[config.mk]
export PLATFORM = sky130hd
export DESIGN_NAME = drive_start_stop_sequencer
export DESIGN_NICKNAME = d
export VERILOG_FILES = /design/src/sequencer_pkg.sv /design/src/drive_start_stop_sequencer.sv /design/src/mains_threshold.sv
export VERILOG_INCLUDE_DIRS = /design/src
export SDC_FILE = /design/constraint.sdc
export NUM_CORES = 1
export LEC_CHECK = 0
export ABC_AREA = 1
export CAP_MARGIN = 40
export CORE_MARGIN = 1.5
export CORE_UTILIZATION = 50
export CTS_CLUSTER_DIAMETER = 120
export DETAILED_ROUTE_END_ITERATION = 7
export DONT_BUFFER_PORTS = 1
export PLACE_DENSITY = 0.69
export SYNTH_ARGS = -nofsm -noshare
export SYNTH_HDL_FRONTEND = slang
export SYNTH_SLANG_ARGS = --single-unit
[constraint.sdc]
create_clock -name sys_clk -period 4.4 [get_ports sys_clk]
set_input_delay 0.88 -clock sys_clk [delete_from_list [all_inputs] [get_ports sys_clk]]
set_output_delay 0.88 -clock sys_clk [all_outputs]
set_load 0.02 [all_outputs]
[src/sequencer_params.svh]
// Constants, offsets and reset values of the start/stop sequencer
// Contract
// RULE_01 - Power-up start 1: auto start if run
// RULE_02 - Power-up start 0: need fresh run edge
// RULE_03 - Auto start only with io selector 0
// RULE_04 - No auto start under keypad/network control
// RULE_05 - Stop method 0: output off, coast
// RULE_06 - Stop method 1: ramp with selected decel
// RULE_07 - Stop method 2: ramp with quick-stop decel
// RULE_08 - Stop method resets to standard ramp
// RULE_09 - Enable low disables output at once
// RULE_10 - Mains voltage sets bus and chopper thresholds
// RULE_11 - Run falling while running starts stop
`ifndef SEQUENCER_PARAMS_SVH
`define SEQUENCER_PARAMS_SVH
`define OFS_POWER_UP_START   32'h0000_0000
`define OFS_STOP_METHOD      32'h0000_0004
`define OFS_IO_CONFIG        32'h0000_0008
`define OFS_DECEL_ONE        32'h0000_000C
`define OFS_DECEL_TWO        32'h0000_0010
`define OFS_QUICK_DECEL      32'h0000_0014
`define OFS_CONTROL          32'h0000_0018
`define OFS_MAINS_VOLT       32'h0000_001C
`define OFS_STATUS           32'h0000_0020
`define OFS_FREQ             32'h0000_0024
`define OFS_THRESH           32'h0000_0028
`define RST_POWER_UP_START   8'h00
`define RST_STOP_METHOD      8'h01
`define RST_IO_CONFIG        8'h00
`define RST_DECEL            16'h0064
`define RST_MAINS_VOLT       8'h01
`define CTL_SRC_BIT          0
`define CTL_RAMP2_BIT        1
`define CTL_STEP_LSB         8
`define STEP_NS              1000000
`define CLK_NS               8
`define STEP_CYCLES          (`STEP_NS / `CLK_NS)
`define FREQ_STEP_DEF        16'h0001
`endif

[src/sequencer_pkg.sv]
// Types of the start/stop sequencer
package sequencer_pkg;
  typedef enum logic [1:0] {
    ST_IDLE  = 2'b00,
    ST_RUN   = 2'b01,
    ST_RAMP  = 2'b11,
    ST_COAST = 2'b10
  } run_state_e;
  typedef struct packed {
    logic [15:0] undervolt_err;
    logic [15:0] chopper_on;
  } bus_thresh_s;
endpackage

[src/drive_start_stop_sequencer.sv]
// Start/stop sequencer with AXI4-Lite register slave
//
// Chosen here: register access over AXI4-Lite and the register addresses.
`timescale 1ns/1ps
`default_nettype none
`include "sequencer_params.svh"
module drive_start_stop_sequencer
  import sequencer_pkg::*;
(
  input  wire logic        sys_clk,
  input  wire logic        rstn,
  input  wire logic [31:0] s_axi_awaddr,
  input  wire logic        s_axi_awvalid,
  output var  logic        s_axi_awready,
  input  wire logic [31:0] s_axi_wdata,
  input  wire logic [3:0]  s_axi_wstrb,
  input  wire logic        s_axi_wvalid,
  output var  logic        s_axi_wready,
  output var  logic [1:0]  s_axi_bresp,
  output var  logic        s_axi_bvalid,
  input  wire logic        s_axi_bready,
  input  wire logic [31:0] s_axi_araddr,
  input  wire logic        s_axi_arvalid,
  output var  logic        s_axi_arready,
  output var  logic [31:0] s_axi_rdata,
  output var  logic [1:0]  s_axi_rresp,
  output var  logic        s_axi_rvalid,
  input  wire logic        s_axi_rready,
  input  wire logic        run_input,
  input  wire logic        drive_enable_input,
  output var  logic        output_active,
  output var  logic [15:0] output_freq,
  output var  logic        ramping
);
  logic [7:0]  power_up_start_sel_r;
  logic [7:0]  stop_method_sel_r;
  logic [7:0]  io_config_selector_r;
  logic [15:0] decel_time_set_one_r;
  logic [15:0] decel_time_set_two_r;
  logic [15:0] quick_stop_decel_time_r;
  logic [15:0] ctrl_r;
  logic [7:0]  mains_sel_r;
  bus_thresh_s thresh;
  run_state_e  state_r;
  run_state_e  state_nxt;

  // Pin synchronisers, three stages; level taken once stages 2 and 3 agree
  logic [2:0]  run_sync_r;
  logic [2:0]  en_sync_r;
  logic        run_q;
  logic        en_q;
  always_ff @(posedge sys_clk or negedge rstn) begin
    if (!rstn) begin
      run_sync_r <= 3'h0;
      en_sync_r  <= 3'h0;
      run_q      <= 1'b0;
      en_q       <= 1'b0;
    end else begin
      run_sync_r <= {run_sync_r[1:0], run_input};
      en_sync_r  <= {en_sync_r[1:0], drive_enable_input};
      if (run_sync_r[1] == run_sync_r[2]) run_q <= run_sync_r[2];
      if (en_sync_r[1] == en_sync_r[2]) en_q <= en_sync_r[2];
    end
  end
  // Power-up window ends once the chain is full and both pins are stable
  logic        first_r;
  logic [1:0]  fill_cnt_r;
  logic        run_prev_r;
  logic        run_prev_valid_r;
  always_ff @(posedge sys_clk or negedge rstn) begin
    if (!rstn) begin
      first_r          <= 1'b1;
      fill_cnt_r       <= 2'h0;
      run_prev_r       <= 1'b0;
      run_prev_valid_r <= 1'b0;
    end else begin
      if (fill_cnt_r != 2'h3) begin
        fill_cnt_r <= fill_cnt_r + 2'h1;
      end else if (en_sync_r[1] == en_sync_r[2]
                   && run_sync_r[1] == run_sync_r[2]) begin
        first_r <= 1'b0;
      end
      run_prev_r       <= run_q;
      run_prev_valid_r <= !first_r;
    end
  end
  // Run held since power-up stays stale until it drops
  logic auto_ok;
  logic run_block_r;
  assign auto_ok = (power_up_start_sel_r == 8'h01)             // RULE_01
                && (io_config_selector_r == 8'h00)             // RULE_03
                && !ctrl_r[`CTL_SRC_BIT];                      // RULE_04
  always_ff @(posedge sys_clk or negedge rstn) begin
    if (!rstn) begin
      run_block_r <= 1'b1;
    end else if (!first_r && !run_q) begin
      run_block_r <= 1'b0;                                     // RULE_02
    end
  end
  logic start_req;
  logic stop_cmd;
  assign start_req = run_q && (!run_block_r || auto_ok) && !first_r // RULE_02
                  && en_q && !ctrl_r[`CTL_SRC_BIT];            // RULE_04
  assign stop_cmd  = run_prev_valid_r && run_prev_r && !run_q; // RULE_11

  // Ramp timer: one frequency step per decel tick
  logic [15:0] decel_sel;
  logic [31:0] tick_cnt_r;
  logic [31:0] tick_len;
  logic        tick;
  always_comb begin
    if (stop_method_sel_r == 8'h02) begin
      decel_sel = quick_stop_decel_time_r;                     // RULE_07
    end else if (ctrl_r[`CTL_RAMP2_BIT]) begin
      decel_sel = decel_time_set_two_r;                        // RULE_06
    end else begin
      decel_sel = decel_time_set_one_r;                        // RULE_06
    end
  end
  assign tick_len = (decel_sel == 16'h0000) ? 32'h0000_0001
                  : 32'(decel_sel);
  assign tick = (tick_cnt_r + 32'h0000_0001 >= tick_len);
  always_ff @(posedge sys_clk or negedge rstn) begin
    if (!rstn) begin
      tick_cnt_r <= 32'h0;
    end else if (state_r != ST_RAMP || tick) begin
      tick_cnt_r <= 32'h0;
    end else begin
      tick_cnt_r <= tick_cnt_r + 32'h0000_0001;
    end
  end

  // Sequencer
  always_comb begin
    state_nxt = state_r;
    case (state_r)
      ST_IDLE: if (start_req) state_nxt = ST_RUN;
      ST_RUN: begin
        if (!en_q) begin
          state_nxt = ST_COAST;                                // RULE_09
        end else if (stop_cmd) begin
          if (stop_method_sel_r == 8'h00) begin
            state_nxt = ST_COAST;                              // RULE_05
          end else begin
            state_nxt = ST_RAMP;                               // RULE_06
          end
        end
      end
      ST_RAMP: begin
        if (!en_q) begin
          state_nxt = ST_COAST;                                // RULE_09
        end else if (output_freq == 16'h0000) begin
          state_nxt = ST_IDLE;                                 // RULE_11
        end
      end
      ST_COAST: state_nxt = ST_IDLE;
      default: state_nxt = ST_IDLE;
    endcase
  end
  always_ff @(posedge sys_clk or negedge rstn) begin
    if (!rstn) begin
      state_r <= ST_IDLE;
    end else begin
      state_r <= state_nxt;
    end
  end

  // Output stage; frequency is a simple run target
  logic [15:0] step;
  assign step = (ctrl_r[15:8] == 8'h00) ? `FREQ_STEP_DEF
              : {8'h00, ctrl_r[15:8]};
  always_ff @(posedge sys_clk or negedge rstn) begin
    if (!rstn) begin
      output_active <= 1'b0;
      output_freq   <= 16'h0;
      ramping       <= 1'b0;
    end else begin
      output_active <= (state_nxt == ST_RUN) || (state_nxt == ST_RAMP);
      ramping       <= (state_nxt == ST_RAMP);
      if (state_nxt == ST_COAST || state_nxt == ST_IDLE) begin
        output_freq <= 16'h0;                                  // RULE_05
      end else if (state_nxt == ST_RUN) begin
        output_freq <= 16'hFFFF;
      end else if (state_r == ST_RAMP && tick) begin
        output_freq <= (output_freq > step) ? output_freq - step
                                            : 16'h0000;        // RULE_06
      end
    end
  end

  mains_threshold u_thr (
    .sys_clk   (sys_clk),
    .rstn      (rstn),
    .mains_sel (mains_sel_r),
    .thresh    (thresh)
  );

  // AXI4-Lite write side
  logic        aw_got_r;
  logic        w_got_r;
  logic [31:0] aw_addr_r;
  logic [31:0] w_data_r;
  logic [3:0]  w_strb_r;
  logic        do_write;
  assign do_write = aw_got_r && w_got_r && !s_axi_bvalid;
  always_ff @(posedge sys_clk or negedge rstn) begin
    if (!rstn) begin
      aw_got_r      <= 1'b0;
      w_got_r       <= 1'b0;
      aw_addr_r     <= 32'h0;
      w_data_r      <= 32'h0;
      w_strb_r      <= 4'h0;
      s_axi_awready <= 1'b0;
      s_axi_wready  <= 1'b0;
      s_axi_bvalid  <= 1'b0;
      s_axi_bresp   <= 2'b00;
    end else begin
      s_axi_awready <= !aw_got_r && !s_axi_awready && s_axi_awvalid;
      s_axi_wready  <= !w_got_r && !s_axi_wready && s_axi_wvalid;
      if (s_axi_awvalid && s_axi_awready) begin
        aw_got_r  <= 1'b1;
        aw_addr_r <= s_axi_awaddr;
      end
      if (s_axi_wvalid && s_axi_wready) begin
        w_got_r  <= 1'b1;
        w_data_r <= s_axi_wdata;
        w_strb_r <= s_axi_wstrb;
      end
      if (do_write) begin
        aw_got_r     <= 1'b0;
        w_got_r      <= 1'b0;
        s_axi_bvalid <= 1'b1;
        case (aw_addr_r[7:0] & 8'hFC)
          8'h00, 8'h04, 8'h08, 8'h0C, 8'h10, 8'h14, 8'h18, 8'h1C:
            s_axi_bresp <= 2'b00;
          default: s_axi_bresp <= 2'b10;
        endcase
      end else if (s_axi_bvalid && s_axi_bready) begin
        s_axi_bvalid <= 1'b0;
      end
    end
  end

  // Register file
  always_ff @(posedge sys_clk or negedge rstn) begin
    if (!rstn) begin
      power_up_start_sel_r    <= `RST_POWER_UP_START;
      stop_method_sel_r       <= `RST_STOP_METHOD;             // RULE_08
      io_config_selector_r    <= `RST_IO_CONFIG;
      decel_time_set_one_r    <= `RST_DECEL;
      decel_time_set_two_r    <= `RST_DECEL;
      quick_stop_decel_time_r <= `RST_DECEL;
      ctrl_r                  <= 16'h0;
      mains_sel_r             <= `RST_MAINS_VOLT;
    end else if (do_write && aw_addr_r[31:8] == 24'h0) begin
      case (aw_addr_r[7:0] & 8'hFC)
        8'h00: if (w_strb_r[0]) power_up_start_sel_r <= w_data_r[7:0];
        8'h04: if (w_strb_r[0]) stop_method_sel_r    <= w_data_r[7:0];
        8'h08: if (w_strb_r[0]) io_config_selector_r <= w_data_r[7:0];
        8'h0C: decel_time_set_one_r    <= w_data_r[15:0];
        8'h10: decel_time_set_two_r    <= w_data_r[15:0];
        8'h14: quick_stop_decel_time_r <= w_data_r[15:0];
        8'h18: ctrl_r                  <= w_data_r[15:0];
        8'h1C: if (w_strb_r[0]) mains_sel_r <= w_data_r[7:0]; // RULE_10
        default: ;
      endcase
    end
  end

  // AXI4-Lite read side
  logic [31:0] rd_mux;
  logic        rd_ok;
  always_comb begin
    rd_ok  = 1'b1;
    case (s_axi_araddr[7:0] & 8'hFC)
      8'h00: rd_mux = {24'h0, power_up_start_sel_r};
      8'h04: rd_mux = {24'h0, stop_method_sel_r};
      8'h08: rd_mux = {24'h0, io_config_selector_r};
      8'h0C: rd_mux = {16'h0, decel_time_set_one_r};
      8'h10: rd_mux = {16'h0, decel_time_set_two_r};
      8'h14: rd_mux = {16'h0, quick_stop_decel_time_r};
      8'h18: rd_mux = {16'h0, ctrl_r};
      8'h1C: rd_mux = {24'h0, mains_sel_r};
      8'h20: rd_mux = {26'h0, run_block_r, ramping, output_active,
                       en_q, state_r};
      8'h24: rd_mux = {16'h0, output_freq};
      8'h28: rd_mux = {thresh.chopper_on, thresh.undervolt_err};
      default: begin
        rd_mux = 32'h0;
        rd_ok  = 1'b0;
      end
    endcase
  end
  always_ff @(posedge sys_clk or negedge rstn) begin
    if (!rstn) begin
      s_axi_arready <= 1'b0;
      s_axi_rvalid  <= 1'b0;
      s_axi_rdata   <= 32'h0;
      s_axi_rresp   <= 2'b00;
    end else begin
      s_axi_arready <= !s_axi_arready && !s_axi_rvalid && s_axi_arvalid;
      if (s_axi_arvalid && s_axi_arready) begin
        s_axi_rvalid <= 1'b1;
        s_axi_rdata  <= rd_mux;
        s_axi_rresp  <= (rd_ok && s_axi_araddr[31:8] == 24'h0) ? 2'b00
                                                              : 2'b10;
      end else if (s_axi_rvalid && s_axi_rready) begin
        s_axi_rvalid <= 1'b0;
      end
    end
  end

  // Checks
  property p_coast_on_disable;
    @(posedge sys_clk) disable iff (!rstn)
      (!en_q && state_r != ST_IDLE) |=> !output_active;
  endproperty
  a_coast_on_disable: assert property (p_coast_on_disable) // RULE_09
    else $error("output stays on while disabled");
  property p_coast_method;
    @(posedge sys_clk) disable iff (!rstn)
      (state_r == ST_RUN && stop_cmd && stop_method_sel_r == 8'h00)
      |=> !output_active && output_freq == 16'h0000;
  endproperty
  a_coast_method: assert property (p_coast_method) // RULE_05
    else $error("coast stop did not cut output");
  property p_ramp_method;
    @(posedge sys_clk) disable iff (!rstn)
      (state_r == ST_RUN && en_q && stop_cmd && stop_method_sel_r != 8'h00)
      |=> state_r == ST_RAMP && output_active;
  endproperty
  a_ramp_method: assert property (p_ramp_method) // RULE_06
    else $error("ramp stop not entered");
  property p_quick_sel;
    @(posedge sys_clk) disable iff (!rstn)
      stop_method_sel_r == 8'h02 |-> decel_sel == quick_stop_decel_time_r;
  endproperty
  a_quick_sel: assert property (p_quick_sel) // RULE_07
    else $error("quick stop time not used");
  property p_ramp_falls;
    @(posedge sys_clk) disable iff (!rstn)
      (state_r == ST_RAMP && $past(state_r) == ST_RAMP)
      |-> output_freq <= $past(output_freq);
  endproperty
  a_ramp_falls: assert property (p_ramp_falls) // RULE_11
    else $error("frequency rose while ramping");
  property p_no_auto_keypad;
    @(posedge sys_clk) disable iff (!rstn)
      (state_r == ST_IDLE && ctrl_r[`CTL_SRC_BIT]) |=> state_r == ST_IDLE;
  endproperty
  a_no_auto_keypad: assert property (p_no_auto_keypad) // RULE_04
    else $error("started under keypad control");
  property p_blocked_run;
    @(posedge sys_clk) disable iff (!rstn)
      (state_r == ST_IDLE && run_block_r && !auto_ok) |=> state_r == ST_IDLE;
  endproperty
  a_blocked_run: assert property (p_blocked_run) // RULE_02
    else $error("stale run started motor");
  property p_auto_start;
    @(posedge sys_clk) disable iff (!rstn)
      (state_r == ST_IDLE && start_req) |=> state_r == ST_RUN ##0 output_active;
  endproperty
  a_auto_start: assert property (p_auto_start) // RULE_01
    else $error("valid run did not start motor");
  c_ramp_done: cover property (@(posedge sys_clk) disable iff (!rstn)
    state_r == ST_RAMP ##1 state_r == ST_IDLE);
  c_coast: cover property (@(posedge sys_clk) disable iff (!rstn)
    state_r == ST_COAST);
  c_start: cover property (@(posedge sys_clk) disable iff (!rstn)
    state_r == ST_IDLE ##1 state_r == ST_RUN);
endmodule
`default_nettype wire

[src/mains_threshold.sv]
// Mains voltage to DC-bus thresholds lookup
`timescale 1ns/1ps
`default_nettype none
module mains_threshold
  import sequencer_pkg::*;
(
  input  wire logic        sys_clk,
  input  wire logic        rstn,
  input  wire logic [7:0]  mains_sel,
  output var  bus_thresh_s thresh
);
  bus_thresh_s thresh_nxt;
  // Thresholds in volts per mains class
  always_comb begin
    case (mains_sel)
      8'h00:   thresh_nxt = '{16'h00B4, 16'h0186}; // RULE_10
      8'h01:   thresh_nxt = '{16'h0140, 16'h02D5}; // RULE_10
      8'h02:   thresh_nxt = '{16'h0182, 16'h0320}; // RULE_10
      default: thresh_nxt = '{16'h0140, 16'h02D5};
    endcase
  end
  always_ff @(posedge sys_clk or negedge rstn) begin
    if (!rstn) begin
      thresh <= '{16'h0140, 16'h02D5};
    end else begin
      thresh <= thresh_nxt;
    end
  end
endmodule
`default_nettype wire

## Word-level counts from Yosys, hierarchy flattened

Memory sizes are Yosys's and may differ from the RTL's.
Index checks and enable logic that the tools add are counted.

- Flip-flop bits (word level): 279
- Bits in latches: 0
- Bits in writable memories: 0
- ROM bits: 32
- Output and inout bits: 59
- Memories kept: 1

- Add/subtract/negate cells: 3
- $mul: 0
- Div/mod/pow operators: 0
- Magnitude comparators: 2
- Eq/ne operators: 30
- Shifts and indexed selects: 0
- Mux-type cells: 29
- Bitwise operators: 1
- Reduce and logical (&&, ||, !) cells: 69

Memories:

| memory | words | bits a word | read ports | clocked after memory_dff | write ports | RTL line | text |
|---|---|---|---|---|---|---|---|
| (name not given) | 32 | 1 | 1 | 0 | 0 | drive_start_stop_sequencer.sv:233 | `case (aw_addr_r[7:0] & 8'hFC)` |

Operators with widths:

| kind | number |
|---|---|
| $pmux W32 S11 | 1 |
| $mux W16 | 7 |
| $pmux W25 S2 | 1 |
| $eq A6 B3 Y1 const B | 8 |
| $logic_not A24 Y1 | 2 |
| $logic_not A8 Y1 | 6 |
| $add A32 B1 Y32 const B | 1 |
| $ge A32 B16 Y1 | 1 |
| $logic_not A16 Y1 | 2 |
| $mux W32 | 1 |
| $logic_and A1 B1 Y1 | 26 |
| $eq A6 B2 Y1 const B | 4 |
| $eq A6 B4 Y1 const B | 3 |
| $eq A8 B2 Y1 const B | 2 |
| $gt A16 B8 Y1 | 1 |
| $sub A16 B8 Y16 | 1 |
| $mux W2 | 7 |
| $eq A6 B1 Y1 const B | 2 |
| $reduce_and A3 Y1 | 4 |
| $logic_not A1 Y1 | 11 |
| $reduce_or A11 Y1 | 1 |
| $mux W1 | 10 |
| $reduce_and A2 Y1 | 5 |
| $eq A2 B2 Y1 const B | 4 |
| other kinds (13) | 23 |

## Longest topological paths before layout

Gate-level depths: netlist of run 1.

- Word-level depth: 13
- Depth in mapped cells: 30
- Gate-level depth less buffers: 28

## Modules after synthesis

Synthesis of run 1 repeated with hierarchy kept, for this count alone.

- Cell total of the unflattened synthesis: 1584
- Area, all modules: 12867.3 um2

By module, submodules not included:

| module | instances | cells an instance | area an instance (um2) | sequential area each (um2) |
|---|---|---|---|---|
| drive_start_stop_sequencer | 1 | 1536 | 12444.4 | 6247.2 |
| mains_threshold | 1 | 48 | 422.9 | 153.9 |

## Least setup slack after synthesis of run 1

Ideal clock, no wire load.

- Path type: reg2reg
- From: reg stop_method_sel_r[2]
- To: reg output_freq[10]
- Setup time: 0.117 ns
- Data arrival time: 3.032 ns
- Data required time: 4.283 ns
- Setup slack: 1.250 ns
- Cell stages (with the launch flop): 28
- Cells stage by stage: dfrtp_1 or2_2 nor3b_1 nand2_1 clkbuf_1 o21ai_0 nand4_1 nor2_1 nand2_1 nand2_1 ha_1 o21ai_0 nand2_1 nand2_1 nand2_1 nand2_1 nand2_1 nand2_1 nand2_1 nand2_1 nand2_1 nand2_1 nand3_2 nand2_4 nand2_4 buf_6 nand2_1 nand2_1

- Longest elaborated chain between the ends: 8

RTL lines:

| item | RTL line | text |
|---|---|---|
| start, declared | drive_start_stop_sequencer.sv:36 | `logic [7:0] stop_method_sel_r;` |
| start signal, assigned | drive_start_stop_sequencer.sv:248 | `` stop_method_sel_r <= `RST_STOP_METHOD; `` |
| start signal, assigned | drive_start_stop_sequencer.sv:258 | `8'h04: if (w_strb_r[0]) stop_method_sel_r <= w_data_r[7:0];` |
| branches (longest 8 deep; another with $ge A32 B16 Y1) | - |  |
| end signal, assigned | drive_start_stop_sequencer.sv:185 | `output_freq <= (output_freq > step) ? output_freq - step` |
| end, declared | drive_start_stop_sequencer.sv:32 | `output var logic [15:0] output_freq,` |

Parallel ways; which one is timed is not known.
A chain may end at the register's enable or synchronous reset.

## Worst setup path after layout of run 1

- From: reg stop_method_sel_r[2]
- To: reg output_freq[7]

The elaborated chain is that of the path after synthesis.

==> results.toml, run 1 <==
[sta]
drv_slew = 0
period_needed_ps = 3694
max_freq_mhz = 270.7
post-route-period-util_pct = 83.96
holdWs_ps = 55.71
tns_ps = 0
skew_ps = 21.48
rsz0062_at_grt = "no"
hold_violations = 0
finalSetupViolCount = 0
worstMarginPinSlew_ps = 811.8
slew_headroom_pct = 45.68

[floorplan]
coreArea_um2 = 23610
io_pins = 168
start_util_pct = 51.11
rows = 56
die_y_um = 158.4
fp.dieW_um = 158.4
dieArea_um2 = 25080

[synthesis]
synthArstFlopShare_pct = 100.0
ys_ff_latch = 245
netlist_area_um2 = 12070
synth_most_common_cell = "nand2_1"
synth_area_per_cell_um2 = 8.149
synth_warnings = 0
synth-edff-count = 0
ys_top_cells_by_count = "450 x nand2_1, 229 x dfrtp_1, 201 x o21ai_0, 142 x inv_1, 113 x nor2_1"
ys_seq_area_share_pct = 50.96
synthTopCellsByArea = "dfrtp_1 47%, nand2_1 14%, o21ai_0 8.3%"
synth_top_area_cell = "dfrtp_1"
synth.top_cell.area_share_pct = 47.48
netlist_instances = 1481
ys_types = 47
ys.flop_type = "dfrtp_1"

[critical_path]
critPathRequiredTime_ps = 4820
endpoint_kind = "flop"
crit_type = "reg2reg"
crit_arrival_ps = 4120
worstSetupStartpointType = "flop"
cp_max_fo = 32

[power_and_ir_drop]
total_power_w = 0.006119
max-vdd-ir-drop_mv = 0.4160
power.density_nw_per_um2 = 458.7
p_leak_nw = 6.270

[clocking]
cts_buffers = 27
ctsResizeCount = 0
insertion_delay_ps = 540
cts_sinks = 245
cts_root_buf = "clkbuf_16"
cts.clk_slew.worst_paths_ps = 60
postCtsSetupBuffers = 0
holdBufCountCts = 0
ctsLongestPathBuffers = 3
cts_tree = "done"
htreeDepth = 1

[detailed_routing]
dr.first_iter.drc_count = 772
first_pass_iters = 5
drc_errors = 0
vias = 9858
totalWireLength_um = 29700
routedWlPerCell_um = 16.16
ant_nets = 0
post_drt_via_cell_ratio = 5.363

[placement]
dpl.hpwl_um = 20890
portBuffers = 0
gp_congestion = 0.9144
placed_area_um2 = 12490

[layout]
largest_register = "tick_cnt_r"
fin_area_um2 = 13340
layout-drive-gt1-share_pct = 6.517
area_growth_pct = 10.53
nets = 1635
reg_top3 = "tick_cnt_r (32), aw_addr_r (30), s_axi_rdata (22)"
antenna_cells = 0
largest_register_ffs = 32

[grt]
grt_use_total_pct = 24.16
grt_first_pass_wirelength_um = 47810
grt_pass1_vias = 9336
grt_overflow = 0
grt_max_degree = 246
antenna_found_initial = 0

[hold_path]
min_path_type = "in2async"

[run]
cap_viol_max_count = 0

[status]
outcome = "finished, final reports clean"
==> metal layers <==
layer / share of wire [%] / GRT usage, % / vias up / wire (um)
li1: - / - / 4845 / -
met1: 44 / 33.67 / 4670 / 13130
met2: 48 / 39.70 / 301 / 14200
met3: 6.0 / 3.321 / 42 / 1773
met4: 2.0 / 6.409 / 0 / 593
met5: 0 / 0 / - / 0
==> cells in the final DEF (no fill, tap or decap), types with 2 or more instances in the layout <==
cell type  count
clkbuf_1      11
a211oi_1       5
nor4_1        23
dfstp_2       16
o211ai_1      12
nand3_2        2
o22ai_1        4
nand4_1       16
nand2_2        3
a21oi_1       20
nor3_1         9
or2_2          2
clkbuf_8       8
nand3_1       54
a31oi_1        3
buf_4         19
xor2_1        20
nor2_2         5
conb_1        25
nand3b_1       4
dfrtp_1      229
nor3b_1        4
nor2_4         3
nor2_1       113
o21ai_0      201
nand2_4        2
inv_1        142
inv_2          3
a22o_1         5
clkbuf_16     27
ha_1          26
a22oi_1        9
a221oi_1      14
nand2_1      450
xnor2_1       12
==> logic make-up after synthesis <==
kind of cell / synth area share, %
AND/OR/NAND/NOR: 23.95
adder cells (fa/ha/maj): 2.861
buffers and inverters: 6.790
XOR/XNOR: 2.322
flip-flops: 50.96
other: 0.03107
multiplexers: 0.09330
AO/OA/AOI/OAI: 12.99
==> stage by stage <==
step,setup WS (ps),util (%),instances
floorplan,1250,-,1505
global placement,734.8,52.72,1787
detailed placement,724.3,52.90,1789
CTS,702.5,56.50,1838
global route,245.5,56.50,1838
finish,705.9,56.50,1838
==> power by group <==
part / total, W / internal (W) / switching [W]
sequential: 0.00287 / 0.00255 / 0.000317
clock: 0.00215 / 0.00127 / 0.000879
combinational: 0.00110 / 0.000367 / 0.000734
==> worst max-delay path: stages, from the launching register on <==
cell     delay (ps)
dfrtp_1         390
or2_2           310
nor3b_1         180
nand2_1          90
buf_4           260
o21ai_0         210
buf_4           160
nand4_1          90
nor2_1          180
nand2_1          70
nand2_1          60
ha_1            220
o21ai_0         160
nand2_1          70
nand2_1          50
nand2_1          40
nand2_1          50
nand2_1          50
nand2_1          60
nand2_1          60
nand2_1          60
nand2_1          40
nand2_1         100
nand3_2         130
nand2_4         140
nand2_4         140
nand2_1         110
nand2_1          60
==> final cells by class <==
type                       instances  area, um2
sequential                       245       6151
fill                            2155      10270
multi-input combinational       1057       5189
timing repair buffer              22      205.2
clock inverter                     3      21.27
tap                              319      399.1
inverter                         146      548.0
clock buffer                      46      827.0
==> final timing paths <==
path                                 startpoint               to  slack (ps)  cells past startpoint
max in group asynchronous                  rstn  u_thr.thresh[9]        3940                      0
min in group sys_clk              run_sync_r[0]    run_sync_r[1]         350                      0
setup reg to reg           stop_method_sel_r[2]   output_freq[7]         710                     27
setup / recovery           stop_method_sel_r[2]   output_freq[7]         710                     27
hold / removal                             rstn    aw_addr_r[16]          60                      0
hold reg to reg                   run_sync_r[0]    run_sync_r[1]         350                      0
Power figures use the tool's default switching activity.
==> inputs of run 2 (changes only) <==
--- a/config.mk
+++ b/config.mk
@@ -6,14 +6,14 @@
 export SDC_FILE = /design/constraint.sdc
 export NUM_CORES = 1
 export LEC_CHECK = 0
-export ABC_AREA = 1
+export ABC_AREA = 0
 export CAP_MARGIN = 40
 export CORE_MARGIN = 1.5
 export CORE_UTILIZATION = 50
 export CTS_CLUSTER_DIAMETER = 120
 export DETAILED_ROUTE_END_ITERATION = 7
 export DONT_BUFFER_PORTS = 1
-export PLACE_DENSITY = 0.69
+export PLACE_DENSITY = 0.72
 export SYNTH_ARGS = -nofsm -noshare
 export SYNTH_HDL_FRONTEND = slang
 export SYNTH_SLANG_ARGS = --single-unit
==> constraint.sdc (replaced) <==
create_clock -name sys_clk -period 3.35 [get_ports sys_clk]
set_input_delay 0.67 -clock sys_clk [delete_from_list [all_inputs] [get_ports sys_clk]]
set_output_delay 0.67 -clock sys_clk [all_outputs]
set_load 0.02 [all_outputs]
==> run 2 against run 1 <==
Cell count fell by 19%. Fmax fell by 13%. Clock power rose by 40%. Combinational power grew 61%. Design area up 6.1%. First-iteration DRC count down 18%. Non-clock buffer count grew 93. Largest cell class unchanged. The run now ends with hold timing, setup timing left. Die area fell by 0.91%. Critical path depth decreased by 9. Sequential power is 36% higher.
==> results.toml, run 2 <==
[status]
outcome = "complete, but fails checks"
violations = "hold timing, setup timing"

[placement]
gp_congestion = 0.8876
portBuffers = 0
dpl.hpwl_um = 21480

[run]
cap_viol_max_count = 0

[sta]
holdWs_ps = -169.1
post-route-period-util_pct = 127.0
slew_headroom_pct = 56.88
finalSetupViolCount = 32
rsz0062_at_grt = "yes"
hold_violations = 229
drv_slew = 0
layout_setup_ws_ps = -903.7
period_needed_ps = 4254
max_freq_mhz = 235.1
worstMarginPinSlew_ps = 640.8
skew_ps = 15.98
tns_ps = -26980

[floorplan]
io_pins = 168
start_util_pct = 50.94
coreArea_um2 = 23470
dieArea_um2 = 24850
rows = 56
fp.dieW_um = 157.6
die_y_um = 157.6

[synthesis]
ys_seq_area_share_pct = 51.44
synth-edff-count = 0
ys.flop_type = "dfrtp_1"
ys_ff_latch = 245
netlist_area_um2 = 11960
synthArstFlopShare_pct = 100.0
ys_top_cells_by_count = "229 x dfrtp_1, 141 x mux2_2, 72 x nand2_1, 57 x o21ai_0, 52 x nor2_1"
netlist_instances = 1026
synthTopCellsByArea = "dfrtp_1 48%, mux2_2 13%, dfstp_2 3.5%"
synth_area_per_cell_um2 = 11.65
synth_warnings = 0
synth_most_common_cell = "dfrtp_1"
synth.top_cell.area_share_pct = 47.92
ys_types = 76
synth_top_area_cell = "dfrtp_1"

[critical_path]
worstSetupStartpointType = "flop"
cpLargestDelayFamily = "simple AND/OR/NAND/NOR gates"
crit_buf_inv = 2
crit_chain = "or4_4 -> nor4_4 -> nand2_2 -> buf_6 -> o21ai_4 -> nand4_1 -> or4_1 -> nand2_1 -> ha_1 -> nor3b_2 -> o21bai_1 -> a21oi_1 -> o211ai_1 -> a2111o_1 -> nor2_4 -> buf_4 -> o41ai_1 -> a21o_1"
crit_path_top_delay_cell = "or4_4"
crit_arrival_ps = 4680
cp_max_fo = 7
crit_type = "reg2reg"
rr_worst_depth = 18
critPathRequiredTime_ps = 3770
cp_num_cells = 18
max_stage_delay_ps = 550
endpoint_kind = "flop"

[grt]
grt_first_pass_wirelength_um = 46950
grt_pass1_vias = 8761
grt_max_degree = 246
grt_overflow = 0
antenna_found_initial = 1
grt_use_total_pct = 24.38

[detailed_routing]
totalWireLength_um = 30200
highest-signal-layer = "met5"
met1_length_um = 12630
first_pass_iters = 5
vias = 8785
post_drt_via_cell_ratio = 5.936
ant_nets = 0
wl_met3_um = 2066
drc_errors = 0
dr.first_iter.drc_count = 634
routedWlPerCell_um = 20.40
dr_wl_met2_um = 14420

[layout]
final_common_cell = "dfrtp_1"
reg_top3 = "tick_cnt_r (32), aw_addr_r (30), s_axi_rdata (22)"
largest_register_ffs = 32
layout-drive-gt1-share_pct = 31.09
final_cell_mix = "229 x dfrtp_1, 141 x mux2_2, 108 x buf_4, 71 x nand2_1, 50 x nor2_1"
area_growth_pct = 18.35
antenna_cells = 0
largest_register = "tick_cnt_r"
nets = 1278

[clocking]
insertion_delay_ps = 550
cts_buffers = 27
cts_tree = "done"
htreeDepth = 1
cts.clk_slew.worst_paths_ps = 60
cts_sinks = 245
ctsLongestPathBuffers = 3
cts_root_buf = "clkbuf_16"

[hold_path]
min_path_type = "in2async"

[power_and_ir_drop]
p_leak_nw = 6.378
total_power_w = 0.008691
power.density_nw_per_um2 = 614.1
max-vdd-ir-drop_mv = 0.5803
run 2: worst paths after layout:
check	startpoint	end	slack, ps
worst max-delay path	stop_method_sel_r[5]	output_freq[10]	-900
worst min-delay path	rstn	tick_cnt_r[26]	-170
worst max register to register	stop_method_sel_r[5]	output_freq[10]	-900
worst min register to register	run_sync_r[0]	run_sync_r[1]	350
max in group asynchronous	rstn	u_thr.thresh[22]	3210
min in group sys_clk	run_input	run_sync_r[0]	150
run 2: where the power goes:
part           switching [W]  leakage (nW)  total [W]  internal, W
sequential          0.000520          3.15    0.00391      0.00339
clock                0.00118         0.450    0.00301      0.00183
combinational       0.000951          2.78    0.00177     0.000824
run 2: stage by stage:
step	setup WS, ps	cell area, um2	util [%]	cells	hold slack (ps)
5_1_grt	-1140	14150	60.29	1480	-192.8
6_report	-903.7	14150	60.29	1480	-169.1
2_1_floorplan	-696.1	12100	-	1050	331.2
4_1_cts	-979.8	14110	60.11	1478	-187.8
3_5_place_dp	-975.9	13100	55.82	1428	336.2
3_3_place_gp	-926.9	13090	55.75	1427	335.5
run 2: area by class of cell:
class | count | area (um2)
tap | 319 | 399.1
timing repair buffer | 115 | 910.9
fill | 1911 | 9320
clock buffer | 36 | 759.5
inverter | 22 | 82.58
clock inverter | 12 | 158.9
multi-input combinational | 731 | 5690
sequential | 245 | 6151
run 2: routing by layer:
metal,track usage [%],up-vias
met3,5.256,77
met5,0,-
met2,39.49,296
li1,-,4003
met1,32.33,4407
met4,8.850,2
run 2: logic make-up after synthesis:
| family | Yosys count | share of synthesized area [%] |
|---|---|---|
| flops | 245 | 51.44 |
| other cells | 1 | 0.03136 |
| mux | 181 | 17.92 |
| buf+inv | 75 | 2.815 |
| fa+ha+maj | 29 | 3.055 |
| xor+xnor | 23 | 1.685 |
| compound gates | 189 | 10.46 |
| simple gates | 283 | 12.59 |
run 2: timing repair:
item | 4_1_cts | 5_1_grt
pin swaps | 13 | 12
gates cloned | 0 | 1
endpoints found under the hold margin | 229 | 230
setup endpoints to repair | 32 | 32
gates resized for setup | 15 | 8
setup buffers | 2 | 1
